[src/bdm_pkg.sv]
// Shared constants and types of the bias driver mode and fault sequencer
package bdm_pkg;
  // Clock period in ns (40 MHz)
  localparam int CLK_NS = 25;
  // Soft-start interval, 1.5 ms
  localparam int SS_US = 1500;
  localparam int SS_CYC = SS_US * 1000 / CLK_NS;
  // Sustained overcurrent time, 2.1 ms
  localparam int OC1_US = 2100;
  localparam int OC1_CYC = OC1_US * 1000 / CLK_NS;
  // Peak overcurrent time, 100 ns, least time rounds up
  localparam int OC2_NS = 100;
  localparam int OC2_CYC = (OC2_NS + CLK_NS - 1) / CLK_NS;
  // Input overvoltage time, 1.3 us, least time rounds up
  localparam int OV_NS = 1300;
  localparam int OV_CYC = (OV_NS + CLK_NS - 1) / CLK_NS;
  // Code start delay, 10 us
  localparam int CODE_DLY_US = 10;
  localparam int CODE_DLY_CYC = CODE_DLY_US * 1000 / CLK_NS;
  // Lead and separator high interval, 100 us
  localparam int LEAD_US = 100;
  localparam int LEAD_CYC = LEAD_US * 1000 / CLK_NS;
  // Code pulse width, 10 us (50 kHz, 50 %)
  localparam int PULSE_US = 10;
  localparam int PULSE_CYC = PULSE_US * 1000 / CLK_NS;
  // Retry wait in fault, 100 ms
  localparam int RETRY_MS = 100;
  localparam int RETRY_CYC = RETRY_MS * 1000000 / CLK_NS;
  // Fault flag positions, code is position plus one
  localparam int NF = 9;
  localparam int F_OC1 = 0;
  localparam int F_OC2 = 1;
  localparam int F_OV = 2;
  localparam int F_TSD = 3;
  localparam int F_RANGE = 4;
  localparam int F_OPEN = 5;
  localparam int F_SHORT = 6;
  localparam int F_RT = 7;
  localparam int F_TRIM = 8;
  // Flag mask while the trim memory is bad
  localparam logic [NF-1:0] TRIM_MASK = 9'h100;
  // Register offsets and fields
  localparam logic [7:0] REG_CTRL = 8'h00;
  localparam logic [7:0] REG_STAT = 8'h04;
  localparam int CTRL_SYNC_BIT = 0;
  localparam logic CTRL_RST = 1'h1;
  localparam int STAT_ST_LSB = 16;
  // Operating modes, one-hot
  typedef enum logic [6:0] {
    ST_LOCK = 7'h01,
    ST_PWR = 7'h02,
    ST_WAIT = 7'h04,
    ST_SOFT = 7'h08,
    ST_RUN = 7'h10,
    ST_DIS = 7'h20,
    ST_FLT = 7'h40
  } bdm_state_t;
endpackage

[src/bdm_code_if.sv]
// Handshake between the mode sequencer and the fault code sender
`timescale 1ns/100ps
interface bdm_code_if;
  // Start of a fault, one cycle
  logic start;
  // Faults to report at start
  logic [8:0] flags;
  // Pull-down request for the pin
  logic pd;
  // Codes have been sent
  logic done;
  modport seq (output start, output flags, input pd, input done);
  modport send (input start, input flags, output pd, output done);
endinterface

[src/bdm_qual.sv]
// Per-fault qualification delays
`timescale 1ns/100ps
module bdm_qual #(
  parameter int N = 9,
  parameter int CW = 17,
  parameter int DLY [N] = '{default: 0}
) (
  // Clock and reset
  input wire logic mclk,
  input wire logic reset,
  // Raw detector levels and count hold
  input wire logic [N-1:0] raw,
  input wire logic [N-1:0] hold,
  // Qualified faults
  output logic [N-1:0] qual
);
  for (genvar i = 0; i < N; i++) begin : g_q
    // Time this fault's detector has stood
    logic [CW-1:0] cnt_q;
    if (DLY[i] >= 2 ** CW) begin : g_chk
      $error("bdm_qual: delay too long for counter");
    end
    // Count while raw, freeze on hold, clear otherwise
    always_ff @(posedge mclk) begin
      if (reset || (!raw[i] && !hold[i])) begin
        cnt_q <= '0;
      end else if (raw[i] && cnt_q != CW'(DLY[i])) begin
        cnt_q <= cnt_q + 1'b1;
      end
    end
    // Qualified once the delay has fully passed
    assign qual[i] = raw[i] && (cnt_q == CW'(DLY[i]));
    if (DLY[i] > 0 && DLY[i] < 300) begin : g_a

    end
  end
endmodule

[src/bdm_send.sv]
// Fault code pulse train sender for the disable/fault pin
`timescale 1ns/100ps
module bdm_send #(
  parameter int DLY = bdm_pkg::CODE_DLY_CYC,
  parameter int LEAD = bdm_pkg::LEAD_CYC,
  parameter int PW = bdm_pkg::PULSE_CYC
) (
  // Clock and reset
  input wire logic mclk,
  input wire logic reset,
  // Link to the sequencer
  bdm_code_if.send cif
);
  typedef enum logic [4:0] {
    SD_IDLE = 5'h01,
    SD_WAIT = 5'h02,
    SD_GAP = 5'h04,
    SD_LOW = 5'h08,
    SD_HIGH = 5'h10
  } bdm_sstate_t;
  if (DLY < 1 || LEAD < 1 || PW < 1 || LEAD >= 4096 || DLY >= 4096 || PW >= 4096) begin : g_chk
    $error("bdm_send: timing out of range");
  end
  bdm_sstate_t st_q; // Sender state
  logic [11:0] tm_q; // Interval timer
  logic [8:0] fl_q; // Codes still to send
  logic [3:0] n_q; // Pulses left in code
  logic pd_q; // Pull-down on
  logic done_q; // All codes sent
  logic [3:0] low_idx; // First pending code
  // Lowest pending flag gives the next code
  always_comb begin
    low_idx = 4'h0;
    for (int k = 8; k >= 0; k--) begin
      if (fl_q[k]) begin
        low_idx = 4'(k);
      end
    end
  end
  // Pulse train sequence
  always_ff @(posedge mclk) begin
    if (reset) begin
      st_q <= SD_IDLE;
      tm_q <= 12'h000;
      fl_q <= 9'h000;
      n_q <= 4'h0;
      pd_q <= 1'b0;
      done_q <= 1'b0;
    end else begin
      if (tm_q != 12'h000) begin
        tm_q <= tm_q - 12'h001;
      end
      case (st_q)
        SD_IDLE: begin
          if (cif.start) begin
            st_q <= SD_WAIT;
            tm_q <= 12'(DLY - 1);
            fl_q <= cif.flags;
            pd_q <= 1'b1;
            done_q <= 1'b0;
          end
        end
        SD_WAIT: begin
          if (tm_q == 12'h000) begin
            st_q <= SD_GAP;
            tm_q <= 12'(LEAD - 1);
            pd_q <= 1'b0;
          end
        end
        SD_GAP: begin
          if (tm_q == 12'h000) begin
            if (fl_q == 9'h000) begin
              // Train over, pin stays pulled low
              st_q <= SD_IDLE;
              pd_q <= 1'b1;
              done_q <= 1'b1;
            end else begin
              st_q <= SD_LOW;
              tm_q <= 12'(PW - 1);
              n_q <= low_idx + 4'h1;
              fl_q[low_idx] <= 1'b0;
              pd_q <= 1'b1;
            end
          end
        end
        SD_LOW: begin
          if (tm_q == 12'h000) begin
            n_q <= n_q - 4'h1;
            pd_q <= 1'b0;
            if (n_q == 4'h1) begin
              // Separator before next code
              st_q <= SD_GAP;
              tm_q <= 12'(LEAD - 1);
            end else begin
              st_q <= SD_HIGH;
              tm_q <= 12'(PW - 1);
            end
          end
        end
        SD_HIGH: begin
          if (tm_q == 12'h000) begin
            st_q <= SD_LOW;
            tm_q <= 12'(PW - 1);
            pd_q <= 1'b1;
          end
        end
        default: begin
          st_q <= SD_IDLE;
        end
      endcase
    end
  end
  assign cif.pd = pd_q;
  assign cif.done = done_q;
endmodule

[src/bdm_seq.sv]
// Mode and fault sequencer of the isolated bias transformer driver
`timescale 1ns/100ps
module bdm_seq #(
  parameter int SS_CYC = bdm_pkg::SS_CYC,
  parameter int OC1_CYC = bdm_pkg::OC1_CYC,
  parameter int RETRY_CYC = bdm_pkg::RETRY_CYC
) (
  // Clock and reset
  input wire logic mclk,
  input wire logic reset,
  // Supply and regulator detectors
  input wire logic supply_ok,
  input wire logic reg_ok,
  input wire logic trim_bad,
  // Fault detectors
  input wire logic oc_low,
  input wire logic ls_on,
  input wire logic oc_peak,
  input wire logic ov_det,
  input wire logic tsd_det,
  input wire logic ocdt_check,
  input wire logic ocdt_high,
  input wire logic ocdt_mid,
  input wire logic ocdt_low,
  input wire logic rt_low,
  // Frequency source
  input wire logic [11:0] freq_pin_code,
  input wire logic sync_present,
  // Disable/fault pin
  input wire logic disable_fault_pin_i,
  output logic disable_fault_pin_o,
  output logic disable_fault_pin_oe,
  // Power stage and supply controls
  output logic half_bridge_switch_node_en,
  output logic [11:0] sw_half_period,
  output logic sw_sync_sel,
  output logic internal_regulator_en,
  output logic disabled_supply_current,
  // Wishbone slave
  input wire logic wb_cyc_i,
  input wire logic wb_stb_i,
  input wire logic wb_we_i,
  input wire logic [7:0] wb_adr_i,
  input wire logic [3:0] wb_sel_i,
  input wire logic [31:0] wb_dat_i,
  output logic [31:0] wb_dat_o,
  output logic wb_ack_o
);
  if (SS_CYC < 16 || SS_CYC >= 2 ** 17 || OC1_CYC < 1 || OC1_CYC >= 2 ** 17
      || RETRY_CYC < 2 || RETRY_CYC >= 2 ** 22) begin : g_chk
    $error("bdm_seq: count parameter out of range");
  end
  localparam int NF = bdm_pkg::NF;
  localparam int SUB_CYC = SS_CYC / 8;

  bdm_pkg::bdm_state_t st_q; // Operating mode
  bdm_pkg::bdm_state_t st_d; // Next mode
  logic [16:0] ss_q; // Soft-start elapsed
  logic [16:0] sub_q; // Time within a step
  logic [3:0] step_q; // Soft-start step, 0 to 8
  logic [21:0] rt_q; // Time spent in fault
  logic [11:0] per_q; // Switching half period
  logic [16:0] prod; // Ramped half period
  logic [NF-1:0] raw; // Detector levels
  logic [NF-1:0] hold; // Count freeze per fault
  logic [NF-1:0] qual; // Qualified faults
  logic [NF-1:0] mask; // Faults that count
  logic [NF-1:0] qual_m; // Masked new faults
  logic [NF-1:0] raw_m; // Masked levels
  logic [NF-1:0] set_v; // Faults to latch now
  logic [NF-1:0] lat_q; // Latched faults
  logic trim_q; // Trim memory bad
  logic trim_seen_q; // Trim check done
  logic chk_go; // Pin rose, recheck now
  logic chk_bad; // Recheck found a fault
  logic clr; // Leaving the fault state
  logic ctrl_q; // Sync allowed
  logic ack_q; // Bus answer
  logic [31:0] dat_q; // Bus read data
  logic req; // New bus request

  bdm_code_if cif ();

  // Detector map, all inputs taken as synchronous
  always_comb begin
    raw = '0;
    hold = '0;
    raw[bdm_pkg::F_OC1] = oc_low && ls_on;
    hold[bdm_pkg::F_OC1] = !ls_on;
    raw[bdm_pkg::F_OC2] = oc_peak;
    raw[bdm_pkg::F_OV] = ov_det;
    raw[bdm_pkg::F_TSD] = tsd_det;
    raw[bdm_pkg::F_RANGE] = ocdt_check && ocdt_mid;
    raw[bdm_pkg::F_OPEN] = !ocdt_check && ocdt_high;
    raw[bdm_pkg::F_SHORT] = ocdt_low;
    raw[bdm_pkg::F_RT] = rt_low;
    raw[bdm_pkg::F_TRIM] = trim_q;
  end

  // Qualification delays per fault
  bdm_qual #(
    .N(NF),
    .CW(17),
    .DLY('{OC1_CYC, bdm_pkg::OC2_CYC, bdm_pkg::OV_CYC, 0, 0, 0, 0, 0, 0})
  ) u_qual (
    .mclk(mclk),
    .reset(reset),
    .raw(raw),
    .hold(hold),
    .qual(qual)
  );

  // Trim error hides every other fault
  assign mask = trim_q ? bdm_pkg::TRIM_MASK : '1;
  assign qual_m = qual & mask;
  assign raw_m = raw & mask;
  assign chk_go = (st_q == bdm_pkg::ST_WAIT) && disable_fault_pin_i;
  assign chk_bad = |((lat_q | raw) & mask);
  assign set_v = qual_m | (chk_go ? raw_m : '0);
  assign clr = (st_q == bdm_pkg::ST_FLT) && (st_d != bdm_pkg::ST_FLT);

  // Mode transitions
  always_comb begin
    st_d = st_q;
    if (!supply_ok) begin
      st_d = bdm_pkg::ST_LOCK;
    end else begin
      case (st_q)
        bdm_pkg::ST_LOCK: begin
          st_d = bdm_pkg::ST_PWR;
        end
        bdm_pkg::ST_PWR: begin
          if (reg_ok) begin
            st_d = bdm_pkg::ST_WAIT;
          end
        end
        bdm_pkg::ST_WAIT: begin
          // Recheck before any switching
          if (chk_go) begin
            st_d = chk_bad ? bdm_pkg::ST_FLT : bdm_pkg::ST_SOFT;
          end
        end
        bdm_pkg::ST_SOFT: begin
          if (|qual_m) begin
            st_d = bdm_pkg::ST_FLT;
          end else if (!disable_fault_pin_i) begin
            st_d = bdm_pkg::ST_DIS;
          end else if (ss_q == 17'(SS_CYC - 1)) begin
            st_d = bdm_pkg::ST_RUN;
          end
        end
        bdm_pkg::ST_RUN: begin
          if (|qual_m) begin
            st_d = bdm_pkg::ST_FLT;
          end else if (!disable_fault_pin_i) begin
            st_d = bdm_pkg::ST_DIS;
          end
        end
        bdm_pkg::ST_DIS: begin
          if (|qual_m) begin
            st_d = bdm_pkg::ST_FLT;
          end else if (disable_fault_pin_i) begin
            st_d = bdm_pkg::ST_WAIT;
          end
        end
        bdm_pkg::ST_FLT: begin
          // Wait over, power up again, pin held low until the regulator is good
          if (rt_q == 22'(RETRY_CYC - 1)) begin
            st_d = bdm_pkg::ST_PWR;
          end
        end
        default: begin
          st_d = bdm_pkg::ST_LOCK;
        end
      endcase
    end
  end

  // Mode register
  always_ff @(posedge mclk) begin
    if (reset) begin
      st_q <= bdm_pkg::ST_LOCK;
    end else begin
      st_q <= st_d;
    end
  end

  // Fault latches, a new fault wins over the clear, bad trim drops the rest
  always_ff @(posedge mclk) begin
    if (reset) begin
      lat_q <= '0;
    end else begin
      lat_q <= ((clr ? '0 : lat_q) | set_v) & mask;
    end
  end

  // Trim check once after reset, on the first regulator-good power-up
  always_ff @(posedge mclk) begin
    if (reset) begin
      trim_q <= 1'b0;
      trim_seen_q <= 1'b0;
    end else if (st_q == bdm_pkg::ST_PWR && reg_ok && !trim_seen_q) begin
      trim_q <= trim_bad;
      trim_seen_q <= 1'b1;
    end
  end

  // Soft-start timer and frequency steps
  always_ff @(posedge mclk) begin
    if (reset || st_q != bdm_pkg::ST_SOFT) begin
      ss_q <= '0;
      sub_q <= '0;
      step_q <= 4'h0;
    end else begin
      ss_q <= ss_q + 17'h00001;
      if (sub_q == 17'(SUB_CYC - 1)) begin
        sub_q <= '0;
        if (step_q != 4'h8) begin
          step_q <= step_q + 4'h1;
        end
      end else begin
        sub_q <= sub_q + 17'h00001;
      end
    end
  end

  // Start at twice the frequency, widen the period step by step
  assign prod = 17'(freq_pin_code) * 17'(5'h08 + {1'b0, step_q});

  // Switching half period
  always_ff @(posedge mclk) begin
    if (reset) begin
      per_q <= 12'h000;
    end else if (st_q == bdm_pkg::ST_SOFT) begin
      per_q <= prod[15:4];
    end else begin
      per_q <= freq_pin_code;
    end
  end

  // Retry wait timer
  always_ff @(posedge mclk) begin
    if (reset || st_q != bdm_pkg::ST_FLT) begin
      rt_q <= '0;
    end else begin
      rt_q <= rt_q + 22'h000001;
    end
  end

  // Fault start and snapshot to the code sender
  assign cif.start = (st_d == bdm_pkg::ST_FLT) && (st_q != bdm_pkg::ST_FLT);
  assign cif.flags = (lat_q | set_v) & mask;

  bdm_send u_send (
    .mclk(mclk),
    .reset(reset),
    .cif(cif)
  );

  // Pin pull-down: power-up hold and coded fault train
  assign disable_fault_pin_o = 1'b0;
  assign disable_fault_pin_oe = (st_q == bdm_pkg::ST_PWR)
    || ((st_q == bdm_pkg::ST_FLT) && cif.pd);

  // Power stage and supply controls
  assign half_bridge_switch_node_en = (st_q == bdm_pkg::ST_SOFT)
    || (st_q == bdm_pkg::ST_RUN);
  assign sw_half_period = per_q;
  assign sw_sync_sel = (st_q == bdm_pkg::ST_RUN) && ctrl_q && sync_present;
  assign internal_regulator_en = (st_q != bdm_pkg::ST_LOCK);
  assign disabled_supply_current = (st_q == bdm_pkg::ST_DIS)
    || ((st_q == bdm_pkg::ST_FLT) && cif.done);

  // Wishbone answer one cycle after the request
  assign req = wb_cyc_i && wb_stb_i && !ack_q;
  always_ff @(posedge mclk) begin
    if (reset) begin
      ack_q <= 1'b0;
    end else begin
      ack_q <= req;
    end
  end

  // Control register write
  always_ff @(posedge mclk) begin
    if (reset) begin
      ctrl_q <= bdm_pkg::CTRL_RST;
    end else if (ack_q && wb_we_i && wb_sel_i[0] && wb_adr_i == bdm_pkg::REG_CTRL) begin
      ctrl_q <= wb_dat_i[bdm_pkg::CTRL_SYNC_BIT];
    end
  end

  // Read data, unmapped reads return zero
  always_ff @(posedge mclk) begin
    if (reset) begin
      dat_q <= '0;
    end else if (req) begin
      dat_q <= '0;
      if (wb_adr_i == bdm_pkg::REG_CTRL) begin
        dat_q[bdm_pkg::CTRL_SYNC_BIT] <= ctrl_q;
      end else if (wb_adr_i == bdm_pkg::REG_STAT) begin
        dat_q[NF-1:0] <= lat_q;
        dat_q[bdm_pkg::STAT_ST_LSB +: 7] <= st_q;
      end
    end
  end
  assign wb_dat_o = dat_q;
  assign wb_ack_o = ack_q;
endmodule

[config.mk]
export PLATFORM = sky130hd
export DESIGN_NAME = bdm_seq
export DESIGN_NICKNAME = d
export VERILOG_FILES = /design/src/bdm_pkg.sv /design/src/bdm_code_if.sv /design/src/bdm_qual.sv /design/src/bdm_send.sv /design/src/bdm_seq.sv
export SDC_FILE = /design/constraint.sdc
export NUM_CORES = 1
export LEC_CHECK = 0
export CAP_MARGIN = 20
export CELL_PAD_IN_SITES_DETAIL_PLACEMENT = 0
export CELL_PAD_IN_SITES_GLOBAL_PLACEMENT = 2
export CORE_MARGIN = 2
export CORE_UTILIZATION = 35
export CTS_CLUSTER_DIAMETER = 120
export CTS_CLUSTER_SIZE = 8
export DETAILED_ROUTE_END_ITERATION = 8
export DONT_BUFFER_PORTS = 1
export PLACE_DENSITY_LB_ADDON = 0.1
export SKIP_CTS_REPAIR_TIMING = 1
export SYNTH_ARGS = -nofsm -noshare
export SYNTH_HDL_FRONTEND = slang
export SYNTH_HIERARCHICAL = 1
export SYNTH_SLANG_ARGS = --single-unit
[constraint.sdc]
create_clock -name mclk -period 5.1 [get_ports mclk]
set_clock_uncertainty 0.15 [all_clocks]
set_input_delay 1.02 -clock mclk [delete_from_list [all_inputs] [get_ports mclk]]
set_output_delay 1.02 -clock mclk [all_outputs]
set_load 0.005 [all_outputs]
==> flow_summary_export.csv <==
group,metric,value,unit
run_status,outcome,"finished, final reports clean",
routing,num_vias,13300,
critical_path,crit_slowest_cell,"fa_1",
timing,fmax,0.226,GHz
critical_path,cp-end-kind,"flop",
floorplan,initial_core_util,0.355,
place,pre_cts_ws,0.255,ns
yosys,synth.yosys.seq_area_share,0.364,
critical_path,arrival,4.73,ns
critical_path,start_kind,"flop",
clock_network,clk_pin_slew,0.05,ns
global_route,grt_pass1_wl,67300,µm
place,routabilityCongestion,0.767,
place,place_area,16600,µm²
timing,setup_slack,0.670,ns
clock_network,clk_path_buf_depth,3,
global_route,grt_usage,0.173,
critical_path,crit_buf_inv,3,
critical_path,critPathTopFamily,"adder cells",
clock_network,cts_root_buf,"clkbuf_16",
cells_and_area,drive_gt1_frac,0.0646,
timing,worst_slew_pin_slew,0.927,ns
global_route,antenna_found_initial,0,
critical_path,slowest_delay,0.55,ns
timing,maxSlewViolCount,0,
cells_and_area,diodes,0,
timing,finalCriticalPeriod,4.43,ns
timing,timing.final.crit_share,0.869,
critical_path,path_class,"flop to flop",
place,numPlacedInstances,2489,
clock_network,clock-sinks,293,
timing,setup_tns,0,ns
routing,route.detailed.drc,0,
clock_network,cts_buffers,42,
routing,drt-initial-drc-count,643,
pwr,p_total,5.33,mW
floorplan,core,45400,µm²
place,dp_hpwl,28600,µm
global_route,grt_max_degree,69,
yosys,ys_types,84,
floorplan,die_h,218,µm
yosys,synth_area,16100,µm²
timing,hold_violations,0,
floorplan,die_area,47700,µm²
place,port_buffers,0,
routing,dr_wl_met3,2290,µm
timing,rsz0062_at_grt,"no",
cells_and_area,areaGrowthSynthToFinish,10.4,%
yosys,synth_area_per_cell,8.31,µm²
yosys,synth-edff-count,0,
timing,slew_headroom,0.376,
routing,ant_nets,0,
yosys,postSynthCellCount,1938,
min_path,hold_class,"flop to flop",
flow_run,cap_violations,0,
critical_path,critPathMaxFanout,10,
clock_network,insertion_delay,0.55,ns
routing,finalWirelength,40500,µm
routing,post_drt_wl_per_cell,16.0,µm
routing,wl_met2,17600,µm
floorplan,die_w,218,µm
clock_network,cts_tree,"done",
cells_and_area,fin_cells,2536,
pwr,power.density,300,nW/µm²
pwr,leakage,6.38,nW
routing,dr.pass1.iters,5,
yosys,ys.flop_type,"dfxtp_1",
timing,hold_ws,0.303,ns
yosys,ys_ff_latch,293,
cells_and_area,fin_area,17800,µm²
yosys,synthArstFlopShare,0,
clock_network,htreeDepth,2,
timing,setup_viol,0,
routing,topRoutingLayerUsed,"met4",
floorplan,pin_count,127,
yosys,yosys_warnings,6,
global_route,grt_pass1_vias,12600,
cells_and_area,nets,2091,
pwr,irDropWorstVdd,0.203,mV
routing,m1WireLength,19700,µm
cells_and_area,final_util,0.391,
routing,avgViaCountPerCell,5.23,
critical_path,worstPathRequired,5.40,ns
critical_path,path_cells,"buf_4, mux2_2, ha_1, fa_1, inv_1, fa_1, inv_1, ha_1, and3_1, a211oi_4, a211oi_1, a211o_1, a32o_1",
global_route,overflow,0,
floorplan,rows,78,
[power by group]
group          switching, mW  leakage [nW]  internal (mW)
Sequential            0.0508          2.37           2.34
Combinational          0.234          3.46          0.174
Clock                  0.996         0.558           1.53
Total                   1.28          6.38           4.05
[final cells by class]
class | count | area, µm²
clock buffers | 45 | 1130
clock inverters | 1 | 5.00
fillers | 4622 | 27600
inverters | 128 | 480
multi-input cells | 1453 | 9420
flip-flops and latches | 293 | 5870
well taps | 600 | 751
repair buffers | 16 | 118
[worst paths after layout]
kind | startpoint | to | slack [ns] | cells past startpoint
setup / recovery | step_q[3]$_SDFFE_PP0P_ | sw_half_period[10]$_SDFF_PP0_ | 0.67 | 13
hold / removal | sub_q[0]$_SDFF_PP0_ | sub_q[0]$_SDFF_PP0_ | 0.30 | 1
setup reg to reg | step_q[3]$_SDFFE_PP0P_ | sw_half_period[10]$_SDFF_PP0_ | 0.67 | 13
hold reg to reg | sub_q[0]$_SDFF_PP0_ | sub_q[0]$_SDFF_PP0_ | 0.30 | 1
[worst register-to-register path: stages (launching register included)]
cell and delay, ns:
dfxtp_1 0.44, buf_4 0.24, mux2_2 0.35, ha_1 0.29, fa_1 0.55, inv_1 0.06
fa_1 0.53, inv_1 0.05, ha_1 0.33, and3_1 0.25, a211oi_4 0.36, a211oi_1 0.17
a211o_1 0.31, a32o_1 0.25
[synthesized netlist by cell type (all sizes together) (3+ instances only)]
cell	instances	share of area
o211ai	11	0.0051
a211o	6	0.0033
or4	16	0.0082
o21bai	8	0.0040
buf	34	0.013
o21ba	4	0.0025
clkbuf	56	0.013
nor2b	11	0.0043
nand3	70	0.022
and4	15	0.0082
nand3b	10	0.0047
nor4	66	0.027
nor4b	17	0.0093
a22oi	3	0.0014
a21o	8	0.0037
and4b	3	0.0019
nor3	48	0.016
fa	18	0.022
o32ai	3	0.0028
nand2	146	0.034
mux2	11	0.0077
xnor2	87	0.047
o21ai	51	0.016
a22o	16	0.0087
a211oi	17	0.0087
and3	31	0.012
nand4	74	0.030
a41o	5	0.0031
a21oi	112	0.035
and2	35	0.014
mux2i	13	0.0081
a31oi	9	0.0044
or2	9	0.0035
xor2	65	0.035
nand2b	14	0.0054
ha	63	0.049
o22ai	13	0.0051
dfxtp	293	0.36
nor2	237	0.055
a41oi	14	0.0076
o31ai	12	0.0056
inv	128	0.030
or3	35	0.014
a31o	15	0.0082
[cells by family after synthesis]
kind of cell	after synthesis	synth area share
AOI/OAI and AO/OA	324	0.135
and+or+nand+nor	845	0.274
buffers and inverters	218	0.0564
DFF	293	0.364
muxes	24	0.0158
adders and majority gates	81	0.0714
xor gates and xnor gates	152	0.0827
other	1	0.000233
[layout by cell type, fill, tap and decap left out, drive strengths merged, types with 18 or more instances in the layout]
master / count
and2: 35
nor4: 66
nor3: 48
xnor2: 87
dfxtp: 293
or3: 35
a21oi: 112
ha: 63
nand2: 146
nor2: 237
nand4: 74
o21ai: 51
conb: 27
xor2: 65
fa: 18
clkbuf: 46
nand3: 70
and3: 31
inv: 128
[flip-flops by register name, summed over array words and instances, names as in the netlist]
register          cells
trim_seen_q           1
st_q                  7
u_send/st_q           5
u_send/tm_q          12
wb_dat_o             16
rt_q                 22
u_send/cif.pd         1
wb_ack_o              1
u_send/cif.done       1
ss_q                 17
u_send/fl_q           9
trim_q                1
sub_q                17
step_q                4
ctrl_q                1
u_qual/g_q.cnt_q    153
lat_q                 9
u_send/n_q            4
sw_half_period       12
[layer usage]
metal	global-route usage	vias up
met5	0	-
met4	0.0469	0
met3	0.0457	59
li1	-	6817
met1	0.235	6191
met2	0.271	205
(Power assumes the default switching activity.)
